===== src/shared/pdc_pkg.sv =====
// pdc_pkg: register map, field layout, reset values and decode codes of the
// clock multiplier, delay loop and offset configuration bank.
// assumes a 32-bit AHB-Lite slave with one aligned word per register.
package pdc_pkg;
    // printed register indices; byte address is four times the index
    localparam logic [4:0] IDX_DIVIDERS = 5'h09;
    localparam logic [4:0] IDX_DELAY = 5'h0A;
    localparam logic [4:0] IDX_TUNING = 5'h0B;
    localparam logic [4:0] IDX_SYNC_A_HIGH = 5'h0C;
    localparam logic [4:0] IDX_A_LOW = 5'h0D;
    localparam logic [4:0] IDX_B_HIGH = 5'h0E;
    localparam logic [4:0] IDX_B_LOW = 5'h0F;
    localparam logic [4:0] IDX_CONTROL = 5'h10;
    localparam logic [4:0] IDX_STATUS = 5'h11;
    localparam logic [4:0] IDX_WORK_A = 5'h12;
    localparam logic [4:0] IDX_WORK_B = 5'h13;
    // reset values
    localparam logic [7:0] RST_DIVIDERS = 8'h00;
    localparam logic [7:0] RST_DELAY = 8'h00;
    localparam logic [7:0] RST_TUNING = 8'h00;
    localparam logic [7:0] RST_SYNC_A_HIGH = 8'h00;
    localparam logic [7:0] RST_A_LOW = 8'h00;
    localparam logic [7:0] RST_B_HIGH = 8'h00;
    localparam logic [7:0] RST_B_LOW = 8'h00;
    localparam logic [7:0] RST_CONTROL = 8'h00;
    // field positions
    localparam int MULT_LSB = 3;
    localparam int REFDIV_LSB = 0;
    localparam int DELAY_LSB = 4;
    localparam int INVCLK_BIT = 3;
    localparam int BIAS_LSB = 0;
    localparam int DISCHARGE_BIT = 7;
    localparam int HALVING_BIT = 6;
    localparam int GAIN_LSB = 4;
    localparam int RANGE_LSB = 0;
    localparam int SYNC_BIT = 5;
    localparam int OFFSET_HIGH_LSB = 0;
    localparam int ENABLE_BIT = 0;
    localparam int OFFSET_W = 13;
    // thermometer codes of the feedback multiplier
    localparam logic [4:0] MULT_X1 = 5'h00;
    localparam logic [4:0] MULT_X2 = 5'h01;
    localparam logic [4:0] MULT_X4 = 5'h03;
    localparam logic [4:0] MULT_X8 = 5'h07;
    localparam logic [4:0] MULT_X16 = 5'h0F;
    localparam logic [4:0] MULT_X32 = 5'h1F;
    // thermometer codes of the reference divider
    localparam logic [2:0] REFDIV_X1 = 3'h0;
    localparam logic [2:0] REFDIV_X2 = 3'h1;
    localparam logic [2:0] REFDIV_X4 = 3'h3;
    localparam logic [2:0] REFDIV_X8 = 3'h7;
    // delay-line bias codes
    localparam logic [2:0] BIAS_MID = 3'h0;
    localparam logic [2:0] BIAS_MAX = 3'h3;
    localparam logic [2:0] BIAS_FORBIDDEN = 3'h4;
    localparam logic [2:0] BIAS_MIN = 3'h5;
    // manual delay: 90 degrees at code zero, 5 degree steps
    localparam logic [7:0] DELAY_CENTRE_DEG = 8'h5A;
    localparam logic [7:0] DELAY_STEP_DEG = 8'h05;
endpackage


===== src/shared/pdc_wr_if.sv =====
// pdc_wr_if: one register write strobe with its index and byte, passed from
// the bus slave to the register bank.
// assumes both ends run on the same clock.
`timescale 1ns/1ps
interface pdc_wr_if;
    logic strobe;
    logic [4:0] index;
    logic [7:0] data;
    modport source (output strobe, output index, output data);
    modport sink (input strobe, input index, input data);
endinterface


===== src/pdc_config_regs.sv =====
// pdc_config_regs: clock multiplier, delay loop and double-buffered offset
// configuration bank behind an AHB-Lite slave.
// assumes a single 25 MHz clock; analog loops live outside and take the
// decoded fields below as plain levels.
// the channel inputs share the bus clock, so no synchronisers sit in front of them.
// working offsets are two's complement and sign-extended to the datapath width.
// software owns every bit here; the bank never rewrites a register by itself.
// reads return the byte in bits 7:0 and zero above; bus errors are never raised.
//
// Notes on behaviour
// - multiplier field is thermometer code giving 1..32; other patterns flagged invalid.
// - reference divider field is thermometer code giving 1..8; others flagged invalid.
// - manual delay is signed 5 degree steps around 90, from 50 to 125.
// - inversion bit set inverts the internal delay-loop clock.
// - bias codes 011 max, 000 mid, 101 min; code 100 flagged forbidden.
// - discharge bit high holds the multiplier loop filter discharged.
// - halving bit selects half oscillator frequency, else full.
// - oscillator gain is two bits at 5:4 of the tuning register.
// - range field is four bits at 3:0 and sets oscillator bias, 0000 lowest up to 1111 highest.
// - rising edge of sync bit copies both 13-bit offsets to working registers.
// - sync bit keeps its written value; hardware never clears it.
// - channel A offset is low five bits of sync register plus low byte.
// - enable bit adds working offsets into the channel datapaths.
// - channel B offset split in two registers, loaded by same sync edge.
//
// The AHB-Lite register port is this design's own decision.
`timescale 1ns/1ps
module pdc_config_regs
    import pdc_pkg::*;
#(
    parameter int DATA_W = 16
) (
    // clock and reset
    input wire logic CLOCK,
    input wire logic RST_N,
    // AHB-Lite slave
    input wire logic HSEL,
    input wire logic [31:0] HADDR,
    input wire logic [1:0] HTRANS,
    input wire logic HWRITE,
    input wire logic [2:0] HSIZE,
    input wire logic [31:0] HWDATA,
    input wire logic HREADY,
    output logic [31:0] HRDATA,
    output logic HREADYOUT,
    output logic HRESP,
    // clock multiplier controls
    output logic [5:0] MULT_FACTOR,
    output logic [3:0] REFDIV_FACTOR,
    output logic DIVIDER_INVALID,
    output logic LOOP_FILTER_DISCHARGE,
    output logic OSCILLATOR_HALVING,
    output logic [1:0] OSC_GAIN,
    output logic [3:0] OSC_RANGE,
    // delay loop controls
    output logic [3:0] DELAY_CODE,
    output logic [7:0] DELAY_DEGREES,
    output logic DELAY_CLOCK_INVERT,
    output logic [2:0] DELAY_BIAS,
    output logic BIAS_FORBIDDEN_SEL,
    // channel datapaths
    input wire logic [DATA_W-1:0] CH_A_IN,
    input wire logic [DATA_W-1:0] CH_B_IN,
    output logic [DATA_W-1:0] CH_A_OUT,
    output logic [DATA_W-1:0] CH_B_OUT
);
    import pdc_pkg::*;

    pdc_wr_if wr ();
    logic [4:0] rd_index;
    logic [7:0] rd_byte;

    // stored configuration registers; reserved bits kept as written
    logic [7:0] dividers;
    logic [7:0] delay_setup;
    logic [7:0] tuning;

    // programmed offsets, offset enable and the sync edge tracker
    logic [7:0] sync_a_high;
    logic [7:0] a_low;
    logic [7:0] b_high;
    logic [7:0] b_low;
    logic [7:0] control;
    logic sync_prev;

    // working offsets seen by the channel adders
    logic [OFFSET_W-1:0] channel_a_offset;
    logic [OFFSET_W-1:0] channel_b_offset;

    // bus slave: zero wait states, a write lands at the end of its data phase
    pdc_ahb_slave bus (
        .clock(CLOCK),
        .rst_n(RST_N),
        .hsel(HSEL),
        .haddr(HADDR),
        .htrans(HTRANS),
        .hwrite(HWRITE),
        .hsize(HSIZE),
        .hwdata(HWDATA),
        .hready(HREADY),
        .hrdata(HRDATA),
        .hreadyout(HREADYOUT),
        .hresp(HRESP),
        .wr(wr.source),
        .rd_index(rd_index),
        .rd_byte(rd_byte)
    );

    // write decode per register
    // one strobe per cycle, so no two registers ever take the same write
    // writes to read-only or unmapped indices match nothing here and are dropped
    wire wr_dividers = wr.strobe && (wr.index == IDX_DIVIDERS);
    wire wr_delay = wr.strobe && (wr.index == IDX_DELAY);
    wire wr_tuning = wr.strobe && (wr.index == IDX_TUNING);
    wire wr_sync = wr.strobe && (wr.index == IDX_SYNC_A_HIGH);
    wire wr_a_low = wr.strobe && (wr.index == IDX_A_LOW);
    wire wr_b_high = wr.strobe && (wr.index == IDX_B_HIGH);
    wire wr_b_low = wr.strobe && (wr.index == IDX_B_LOW);
    wire wr_control = wr.strobe && (wr.index == IDX_CONTROL);

    // configuration storage; codes kept as written, no correction
    // an invalid divider code stays visible on readback so software can see it
    always_ff @(posedge CLOCK) begin
        if (!RST_N) begin
            dividers <= RST_DIVIDERS;
            delay_setup <= RST_DELAY;
            tuning <= RST_TUNING;
        end else begin
            if (wr_dividers) dividers <= wr.data;
            if (wr_delay) delay_setup <= wr.data;
            if (wr_tuning) tuning <= wr.data;
        end
    end

    // programmed offsets; the sync bit is only ever changed by software
    always_ff @(posedge CLOCK) begin
        if (!RST_N) begin
            sync_a_high <= RST_SYNC_A_HIGH;
            a_low <= RST_A_LOW;
            b_high <= RST_B_HIGH;
            b_low <= RST_B_LOW;
            control <= RST_CONTROL;
        end else begin
            if (wr_sync) sync_a_high <= wr.data;
            if (wr_a_low) a_low <= wr.data;
            if (wr_b_high) b_high <= wr.data;
            if (wr_b_low) b_low <= wr.data;
            if (wr_control) control <= wr.data;
        end
    end

    // programmed 13-bit values assembled from high and low registers
    // the two halves may be written in any order; nothing moves before sync
    wire [OFFSET_W-1:0] prog_a = {sync_a_high[OFFSET_HIGH_LSB +: 5], a_low};
    wire [OFFSET_W-1:0] prog_b = {b_high[OFFSET_HIGH_LSB +: 5], b_low};
    wire sync_bit = sync_a_high[SYNC_BIT];
    wire sync_rise = sync_bit && !sync_prev;

    // double buffer: working values move only on a rising sync edge
    // sync_prev resets low, so a bit written high straight after reset still loads
    // rewriting the bit high without clearing it first loads nothing: no edge, no copy
    always_ff @(posedge CLOCK) begin
        if (!RST_N) begin
            sync_prev <= 1'b0;
            channel_a_offset <= 13'h0000;
            channel_b_offset <= 13'h0000;
        end else begin
            sync_prev <= sync_bit;
            if (sync_rise) begin
                channel_a_offset <= prog_a;
                channel_b_offset <= prog_b;
            end
        end
    end

    // multiplier thermometer decode
    // a broken code decodes to zero so the loop sees no usable factor
    wire [4:0] mult_code = dividers[MULT_LSB +: 5];
    wire [2:0] refdiv_code = dividers[REFDIV_LSB +: 3];
    logic [5:0] next_mult;
    logic [3:0] next_refdiv;
    logic mult_bad;
    logic refdiv_bad;
    always_comb begin
        mult_bad = 1'b0;
        case (mult_code)
            MULT_X1: next_mult = 6'h01;
            MULT_X2: next_mult = 6'h02;
            MULT_X4: next_mult = 6'h04;
            MULT_X8: next_mult = 6'h08;
            MULT_X16: next_mult = 6'h10;
            MULT_X32: next_mult = 6'h20;
            default: begin
                next_mult = 6'h00;
                mult_bad = 1'b1;
            end
        endcase
    end

    // reference divider thermometer decode
    // same policy as the multiplier: flag it, never repair it
    always_comb begin
        refdiv_bad = 1'b0;
        case (refdiv_code)
            REFDIV_X1: next_refdiv = 4'h1;
            REFDIV_X2: next_refdiv = 4'h2;
            REFDIV_X4: next_refdiv = 4'h4;
            REFDIV_X8: next_refdiv = 4'h8;
            default: begin
                next_refdiv = 4'h0;
                refdiv_bad = 1'b1;
            end
        endcase
    end

    // manual delay: code is two's complement steps around the centre
    // cut to eight bits on purpose: the result stays between 50 and 125
    wire [3:0] delay_code = delay_setup[DELAY_LSB +: 4];
    wire [7:0] delay_steps = {{4{delay_code[3]}}, delay_code};
    wire [7:0] delay_prod = 8'(delay_steps * DELAY_STEP_DEG);
    wire [7:0] next_degrees = 8'(DELAY_CENTRE_DEG + delay_prod);
    wire [2:0] bias_code = delay_setup[BIAS_LSB +: 3];

    // decoded controls registered so outputs come from flip-flops
    // costs one cycle after a write; the raw fields below follow at once
    always_ff @(posedge CLOCK) begin
        if (!RST_N) begin
            MULT_FACTOR <= 6'h01;
            REFDIV_FACTOR <= 4'h1;
            DIVIDER_INVALID <= 1'b0;
            DELAY_DEGREES <= DELAY_CENTRE_DEG;
            BIAS_FORBIDDEN_SEL <= 1'b0;
        end else begin
            MULT_FACTOR <= next_mult;
            REFDIV_FACTOR <= next_refdiv;
            DIVIDER_INVALID <= mult_bad || refdiv_bad;
            DELAY_DEGREES <= next_degrees;
            BIAS_FORBIDDEN_SEL <= (bias_code == BIAS_FORBIDDEN);
        end
    end

    // raw field outputs straight from the stored registers
    // levels, not pulses: discharge holds as long as software leaves the bit set
    assign LOOP_FILTER_DISCHARGE = tuning[DISCHARGE_BIT];
    assign OSCILLATOR_HALVING = tuning[HALVING_BIT];
    assign OSC_GAIN = tuning[GAIN_LSB +: 2];
    assign OSC_RANGE = tuning[RANGE_LSB +: 4];
    assign DELAY_CODE = delay_code;
    assign DELAY_CLOCK_INVERT = delay_setup[INVCLK_BIT];
    assign DELAY_BIAS = bias_code;

    // per-channel offset adders, index 0 channel A and index 1 channel B
    // wraps on overflow, saturation left to the datapath owner
    localparam int CHANNELS = 2;
    wire offset_on = control[ENABLE_BIT];
    wire [OFFSET_W-1:0] work_offset [CHANNELS];
    wire [DATA_W-1:0] chan_in [CHANNELS];
    assign work_offset[0] = channel_a_offset;
    assign work_offset[1] = channel_b_offset;
    assign chan_in[0] = CH_A_IN;
    assign chan_in[1] = CH_B_IN;

    for (genvar ch = 0; ch < CHANNELS; ch++) begin : g_chan
        logic [DATA_W-1:0] chan_out;
        wire [DATA_W-1:0] addend = DATA_W'({{(DATA_W-OFFSET_W){work_offset[ch][OFFSET_W-1]}}, work_offset[ch]});
        // the enable selects at the flop input, so switching it takes one cycle
        always_ff @(posedge CLOCK) begin
            if (!RST_N) begin
                chan_out <= '0;
            end else begin
                chan_out <= offset_on ? DATA_W'(chan_in[ch] + addend) : chan_in[ch];
            end
        end
    end

    // outputs straight from the per-channel flops
    assign CH_A_OUT = g_chan[0].chan_out;
    assign CH_B_OUT = g_chan[1].chan_out;

    // read mux; status shows invalid codes and sync edge tracker
    // working offsets show only their top five bits; the status word is read-only
    wire [7:0] status = {5'h00, BIAS_FORBIDDEN_SEL, sync_prev, DIVIDER_INVALID};
    always_comb begin
        case (rd_index)
            IDX_DIVIDERS: rd_byte = dividers;
            IDX_DELAY: rd_byte = delay_setup;
            IDX_TUNING: rd_byte = tuning;
            IDX_SYNC_A_HIGH: rd_byte = sync_a_high;
            IDX_A_LOW: rd_byte = a_low;
            IDX_B_HIGH: rd_byte = b_high;
            IDX_B_LOW: rd_byte = b_low;
            IDX_CONTROL: rd_byte = control;
            IDX_STATUS: rd_byte = status;
            IDX_WORK_A: rd_byte = {3'h0, channel_a_offset[OFFSET_W-1:8]};
            IDX_WORK_B: rd_byte = {3'h0, channel_b_offset[OFFSET_W-1:8]};
            default: rd_byte = 8'h00;
        endcase
    end
endmodule


===== src/pdc_ahb_slave.sv =====
// pdc_ahb_slave: AHB-Lite word slave that turns accepted write transfers into
// byte writes and serves reads from a combinational read word.
// assumes one master, single word transfers; always ready, always OKAY.
`timescale 1ns/1ps
module pdc_ahb_slave (
    // clock and reset
    input wire logic clock,
    input wire logic rst_n,
    // bus
    input wire logic hsel,
    input wire logic [31:0] haddr,
    input wire logic [1:0] htrans,
    input wire logic hwrite,
    input wire logic [2:0] hsize,
    input wire logic [31:0] hwdata,
    input wire logic hready,
    output logic [31:0] hrdata,
    output logic hreadyout,
    output logic hresp,
    // register side
    pdc_wr_if.source wr,
    output logic [4:0] rd_index,
    input wire logic [7:0] rd_byte
);
    logic wr_pend;
    logic rd_pend;
    logic [4:0] addr_q;
    logic [31:0] next_hrdata;
    // a transfer is taken when selected, active and the bus is ready
    wire take = hsel && hready && htrans[1];
    wire [4:0] take_index = haddr[6:2];
    wire word_ok = (haddr[1:0] == 2'h0) && (hsize == 3'h2) && (haddr[31:7] == 25'h0);

    assign hreadyout = 1'b1;
    assign hresp = 1'b0;
    // write lands one cycle after the address phase, when hwdata stands
    assign wr.strobe = wr_pend;
    assign wr.index = addr_q;
    assign wr.data = hwdata[7:0];
    assign rd_index = take_index;
    assign next_hrdata = (take && !hwrite && word_ok) ? {24'h000000, rd_byte} : 32'h00000000;

    // address phase capture
    always_ff @(posedge clock) begin
        if (!rst_n) begin
            wr_pend <= 1'b0;
            rd_pend <= 1'b0;
            addr_q <= 5'h00;
        end else begin
            wr_pend <= take && hwrite && word_ok;
            rd_pend <= take && !hwrite;
            addr_q <= take_index;
        end
    end

    // read data registered at the end of the address phase
    always_ff @(posedge clock) begin
        if (!rst_n) begin
            hrdata <= 32'h00000000;
        end else if (take || rd_pend) begin
            hrdata <= next_hrdata;
        end
    end
endmodule


===== config.mk =====
export PLATFORM = sky130hd
export DESIGN_NAME = pdc_config_regs
export DESIGN_NICKNAME = d
export VERILOG_FILES = /design/src/shared/pdc_pkg.sv /design/src/shared/pdc_wr_if.sv /design/src/pdc_config_regs.sv /design/src/pdc_ahb_slave.sv
export SDC_FILE = /design/constraint.sdc
export NUM_CORES = 1
export LEC_CHECK = 0
export BUFFER_PORTS_ARGS = -buffer_cell sky130_fd_sc_hd__buf_2
export CORE_MARGIN = 5
export CORE_UTILIZATION = 50
export CTS_BUF_LIST = sky130_fd_sc_hd__clkbuf_4 sky130_fd_sc_hd__clkbuf_8 sky130_fd_sc_hd__clkbuf_16
export CTS_CLUSTER_DIAMETER = 200
export DETAILED_ROUTE_END_ITERATION = 6
export GPL_ROUTABILITY_DRIVEN = 1
export HOLD_SLACK_MARGIN = 0.08
export PLACE_DENSITY_LB_ADDON = 0.2
export SYNTH_ARGS = -nofsm -noshare
export SYNTH_HDL_FRONTEND = slang
export SYNTH_SLANG_ARGS = --single-unit

===== constraint.sdc =====
create_clock -name CLOCK -period 4.52 [get_ports CLOCK]
set_input_delay 1.13 -clock CLOCK [delete_from_list [all_inputs] [get_ports CLOCK]]
set_output_delay 1.13 -clock CLOCK [all_outputs]
set_load 0.005 [all_outputs]

==> results.yml, run 1 <==
status:
  status: "complete, no violations"
clock_network:
  cts.sinks: 158
  htree_levels: 4
  cts_root_buffer: "clkbuf_16"
  tritoncts: "built"
  clk_pin_slew_ns: 0.06
  insertion_delay_ns: 0.43
  post-cts-setup-buffers: 0
  numCtsBuffers: 17
  hold_buffers: 0
  cts-resized-gates: 0
  cts.path.max_buffers: 2
timing:
  worst_pin_slew_ns: 1.11
  post-route-min-period_ns: 2.96
  min_period_over_period_pct: 65.5
  rsz0062_at_grt: "no"
  slew_headroom_pct: 26.1
  setup_viol: 0
  finalHoldViolCount: 0
  fmax_mhz: 338
  slew_violations: 0
  tns_ns: 0
  finalClockSkew_ns: 0.00766
power:
  power.leakage_nw: 4.25
  p_per_area_nw_per_um2: 313
  p_sw_share_pct: 25.0
  seq_power_share_pct: 47.6
  switching_power_mw: 0.743
  peakVddDrop_mv: 0.281
  internal-power_mw: 2.23
  pwr-share-comb_pct: 6.8
  p_clk_share_pct: 45.6
yosys:
  async_flop_share_pct: 0
  avgSynthCellArea_sq_um: 8.77
  yosys_register_bits: 158
  synthTopCellsByArea: "dfxtp_1 39%, mux2i_1 10%, ha_1 6.3%"
  netlist_instances: 934
  ys_seq_area_share_pct: 38.6
  synth.distinct_cells: 72
  synth_ff_type: "dfxtp_1"
  netlist_area_sq_um: 8190
  synth_edf_count: 0
  yosysWarnings: 0
  synth_area_leader_cell: "dfxtp_1"
  synth_top_area_share_pct: 38.6
setup_path:
  arrival_ns: 3.28
  setup.worst_path.class: "input port to flop"
  critPathMaxFanout: 4
  cp-end-kind: "flop"
  start_kind: "input port"
  r2r_slack_ns: 2.07
  required_ns: 4.84
route:
  wl_per_cell_um: 17.0
  wl_met3_um: 1310
  viasPerCell: 5.55
  first_pass_iters: 5
  vias: 7095
  drt-met1-wl_um: 9990
  drc_errors: 0
  dr_wl_met2_um: 9980
  drt_iter0_markers: 528
  highest_layer: "met4"
  ant_nets: 0
  routed_wl_um: 21700
final_layout:
  final_area_sq_um: 9500
  layout_commonest_cell: "dfxtp_1"
  nFillCells: 1479
  layout_common_cells: "158 x dfxtp_1, 156 x buf_2, 129 x nor2_1"
  layout.nets: 1200
  drive_gt1_share_pct: 19.7
  antenna_cells: 0
  area_growth_pct: 15.9
global_route:
  overflow: 0
  grt_max_degree: 87
  grt_pass1_wl_um: 34800
  grt_pass1_vias: 6706
  grt_usage_pct: 22.0
  antenna_found_initial: 0
die:
  core_area_sq_um: 16000
  die_y_um: 138
  die_w_um: 138
  rows: 46
  start_util_pct: 51.2
  io_pins: 208
  die_area_sq_um: 19000
place:
  globalplace.congestion: 0.894
  dp_hpwl_um: 15500
  dpl_cell_area_sq_um: 8940
  io_buffers: 156
min_path:
  min_path_type: "flop to flop"
flow_run:
  cap_violations: 0
## per-stage QoR
| stage | hold slack, ns | total power [mW] | util, % | setup WS, ns | instances |
|---|---|---|---|---|---|
| floorplan | 0.440 | 1.58 | - | 1.49 | 958 |
| global placement | 0.451 | 1.64 | 55.9 | 1.21 | 1247 |
| detailed placement | 0.453 | 1.65 | 55.9 | 1.21 | 1247 |
| CTS | 0.461 | 2.98 | 59.4 | 1.59 | 1279 |
| global route | 0.475 | 3.07 | 59.4 | 1.49 | 1279 |
| finish | 0.459 | 2.97 | 59.4 | 1.56 | 1279 |
## cell type report
| cell class | count | area [sq um] | share of cell area, % |
|---|---|---|---|
| multi-input combinational | 698 | 4620 | 48.6 |
| sequential | 158 | 3160 | 33.3 |
| timing repair buffer | 163 | 846 | 8.90 |
| clock buffer | 19 | 453 | 4.77 |
| tap | 216 | 270 | 2.84 |
| clock inverter | 13 | 105 | 1.11 |
| inverter | 12 | 46.3 | 0.487 |
## logic make-up (layout without fill, tap and decap cells)
group,count (synthesis),count (layout),synth area share (%)
AND/OR/NAND/NOR,331,331,19.1
buffers and inverters,102,207,6.15
other,2,26,0.0917
flip-flops,158,158,38.6
AO/OA/AOI/OAI,184,184,15.2
multiplexers,92,92,11.6
adder cells (fa/ha/maj),44,44,6.99
XOR/XNOR,21,21,2.24
## state kept, by name (all words and copies together) (netlist names), 13 cells and up
name              cells
channel_a_offset     13
CH_A_OUT             16
channel_b_offset     13
CH_B_OUT             16
## worst max-delay path, cell delays in order
cell and delay (ns):
buf_2 0.11, ha_1 0.24, fa_1 0.47, a211oi_2 0.29, o31ai_2 0.15, a21o_1 0.23
a41oi_2 0.24, mux2i_1 0.10, a311o_1 0.31
## layer usage
layer  vias up  track usage, %
met2       219            35.4
met4         0            7.38
li1       3508               -
met5         -               0
met3        33            5.00
met1      3335            29.4
## cell usage after synthesis (all sizes together), types with 4 or more instances
library cell    n
ha             41
xor2            5
a31oi           7
a22oi          24
dfxtp         158
nor3            9
clkbuf         49
nor2          131
mux2i          85
o211ai          6
and3            9
inv            12
o21bai          5
a21oi          57
nor3b           5
o2111ai         4
xnor2          16
nor4b           4
nand3b          8
a41oi           5
a21o           17
nand4          14
o21ai          27
mux2            5
nand2          83
nor2b           5
nand3          25
buf            41
nor4            9
a211oi         10
nand2b          4
and2           11
## power groups by stage
| stage | sequential [mW] | clock [mW] | combinational [mW] |
|---|---|---|---|
| 3_5_place_dp | 1.45 | 0 | 0.198 |
| 3_3_place_gp | 1.45 | 0 | 0.197 |
| 4_1_cts | 1.42 | 1.37 | 0.199 |
| 5_1_grt | 1.42 | 1.43 | 0.221 |
| 6_report | 1.42 | 1.36 | 0.201 |
| 2_1_floorplan | 1.45 | 0 | 0.128 |
## path summary, 6_finish.rpt
| kind | from | end | cells after the start |
|---|---|---|---|
| hold / removal | channel_a_offset[2] | channel_a_offset[2] | 2 |
| setup reg to reg | channel_b_offset[0] | CH_B_OUT[12] | 8 |
| setup / recovery | CH_B_IN[0] | CH_B_OUT[12] | 9 |
| hold reg to reg | channel_a_offset[2] | channel_a_offset[2] | 2 |
Note: power is estimated with default switching activity, not from simulation.
==> run 2: changes to the inputs <==
- clock period: 4.52 -> 3 ns (I/O delays scaled with it)
==> run 2 against run 1 <==
Compared with the run above: critical path depth is the same; hold slack gained 0.0048 ns; global-route usage grew 0.21 points; sequential power grew 50%; clock-buffer cell count grew 1; largest cell class unchanged; non-clock buffer count grew 7; sequential share of layout area shrank 0.29 points; wire length shrank 0.86%; critical path type unchanged; final cell count grew 0.55%; setup slack lost 1.1 ns; largest power group is now clock.
==> results.yml, run 2 (same netlist as run 1, synthesis figures left out) <==
flow_run:
  cap_violations: 0
setup_path:
  r2r_slack_ns: 0.61
  cp-end-kind: "flop"
  slowest_delay_ns: 0.43
  critPathSlowestCell: "fa_1"
  reg2reg_depth: 8
  required_ns: 3.31
  critPathMaxFanout: 3
  setup.worst_path.class: "input port to flop"
  r2r-end: "CH_A_OUT[12]"
  worstPathCellList: "buf_2 -> ha_1 -> fa_1 -> a211oi_1 -> o21ai_1 -> a21o_1 -> and4_1 -> o2111ai_1 -> nand3b_1"
  cp.depth: 9
  reg2reg_from: "channel_a_offset[0]"
  critPathTopFamily: "compound AO/OA/AOI/OAI gates"
  arrival_ns: 2.82
  start_kind: "input port"
  cp.buffers_inverters: 1
route:
  vias: 7163
  ant_nets: 0
  viasPerCell: 5.57
  first_pass_iters: 5
  wl_per_cell_um: 16.7
  routed_wl_um: 21500
  drt_iter0_markers: 582
  drc_errors: 0
clock_network:
  tritoncts: "built"
  cts.path.max_buffers: 2
  numCtsBuffers: 17
  clk_pin_slew_ns: 0.06
  cts.sinks: 158
  cts-resized-gates: 0
  htree_levels: 4
  hold_buffers: 0
  post-cts-setup-buffers: 0
  insertion_delay_ns: 0.42
  cts_root_buffer: "clkbuf_16"
power:
  internal-power_mw: 3.51
  p_clk_share_pct: 46.9
  peakVddDrop_mv: 0.455
  p_sw_share_pct: 23.4
  pwr-share-comb_pct: 6.6
  switching_power_mw: 1.08
  seq_power_share_pct: 46.5
  p_per_area_nw_per_um2: 479
  power.leakage_nw: 4.30
final_layout:
  area_growth_pct: 17.0
  drive_gt1_share_pct: 20.2
  layout_commonest_cell: "dfxtp_1"
  layout.nets: 1207
  layout_common_cells: "158 x dfxtp_1, 156 x buf_2, 129 x nor2_1"
  nFillCells: 1485
  antenna_cells: 0
timing:
  finalClockSkew_ns: 0.00833
  rsz0062_at_grt: "no"
  setup_viol: 0
  worst_pin_slew_ns: 1.06
  slew_headroom_pct: 28.8
  min_period_over_period_pct: 83.8
  fmax_mhz: 398
  post-route-min-period_ns: 2.52
  holdWs_ns: 0.464
  finalHoldViolCount: 0
  tns_ns: 0
  slew_violations: 0
global_route:
  grt_usage_pct: 22.2
  grt_pass1_vias: 6929
  grt_pass1_wl_um: 35300
  antenna_found_initial: 0
  overflow: 0
  grt_max_degree: 59
die:
  die_y_um: 138
  die_w_um: 138
  die_area_sq_um: 19000
  io_pins: 208
  start_util_pct: 51.2
  core_area_sq_um: 16000
  rows: 46
place:
  io_buffers: 156
  globalplace.congestion: 0.924
  dp_hpwl_um: 15600
status:
  status: "complete, no violations"
min_path:
  min_path_type: "flop to flop"
  min_path_cells: 2
  hold_end: "channel_b_offset[4]"
  min_from: "channel_b_offset[4]"
==> run 2: cell count changes in the layout (fill, tap and decap cells not counted), sizes merged <==
cell      previous run  this run
clkbuf              19        20
buf                163       170
clkinvlp             3         4
clkinv               6         5
inv                 16        13
bufinv               0         2
==> run 2: metal layers <==
layer | vias up | track usage (%) | wire length (um)
li1 | 3528 | - | -
met1 | 3330 | 30.1 | 9840
met2 | 270 | 35.5 | 9860
met3 | 35 | 4.93 | 1440
met4 | 0 | 7.12 | 365
met5 | - | 0 | 0
==> run 2: power by group through the flow <==
stage	logic (mW)	registers, mW	clock network, mW
floorplan	0.192	2.18	0
detailed placement	0.299	2.18	0
global route	0.333	2.14	2.28
CTS	0.301	2.13	2.19
finish	0.303	2.13	2.15
global placement	0.298	2.18	0
==> run 2: area by class of cell <==
type,count,area [sq um],area share [%]
multi-input combinational,698,4620,48.2
sequential,158,3160,33.0
timing repair buffer,170,898,9.37
clock buffer,20,454,4.74
tap,216,270,2.82
clock inverter,12,135,1.41
inverter,12,46.3,0.483
==> run 2: how the worst max path moves through the flow <==
stage / from / slack [ns] / endpoint
after floorplan: CH_B_IN[0] / 0.35 / CH_B_OUT[12]
after global placement: CH_B_IN[0] / 0.09 / CH_B_OUT[12]
after detailed placement: CH_A_IN[0] / 0.07 / CH_A_OUT[12]
after CTS: CH_A_IN[0] / 0.51 / CH_A_OUT[12]
after global routing: CH_A_IN[0] / 0.40 / CH_A_OUT[12]
final: CH_A_IN[0] / 0.48 / CH_A_OUT[12]
==> run 2: worst min-delay path, stage by stage, from the launching register on <==
cell,delay [ns]
dfxtp_1,0.31
nand2_1,0.05
a21oi_1,0.05
==> run 2: per-stage QoR <==
step	instance area (sq um)	utilization, %	cells	total power, mW	setup slack (ns)
after floorplan	8280	-	958	2.38	0.351
after global placement	8990	56.2	1254	2.48	0.0907
after detailed placement	8990	56.2	1254	2.48	0.0654
after CTS	9580	59.9	1286	4.63	0.512
after global routing	9580	59.9	1286	4.75	0.401
final	9580	59.9	1286	4.59	0.485
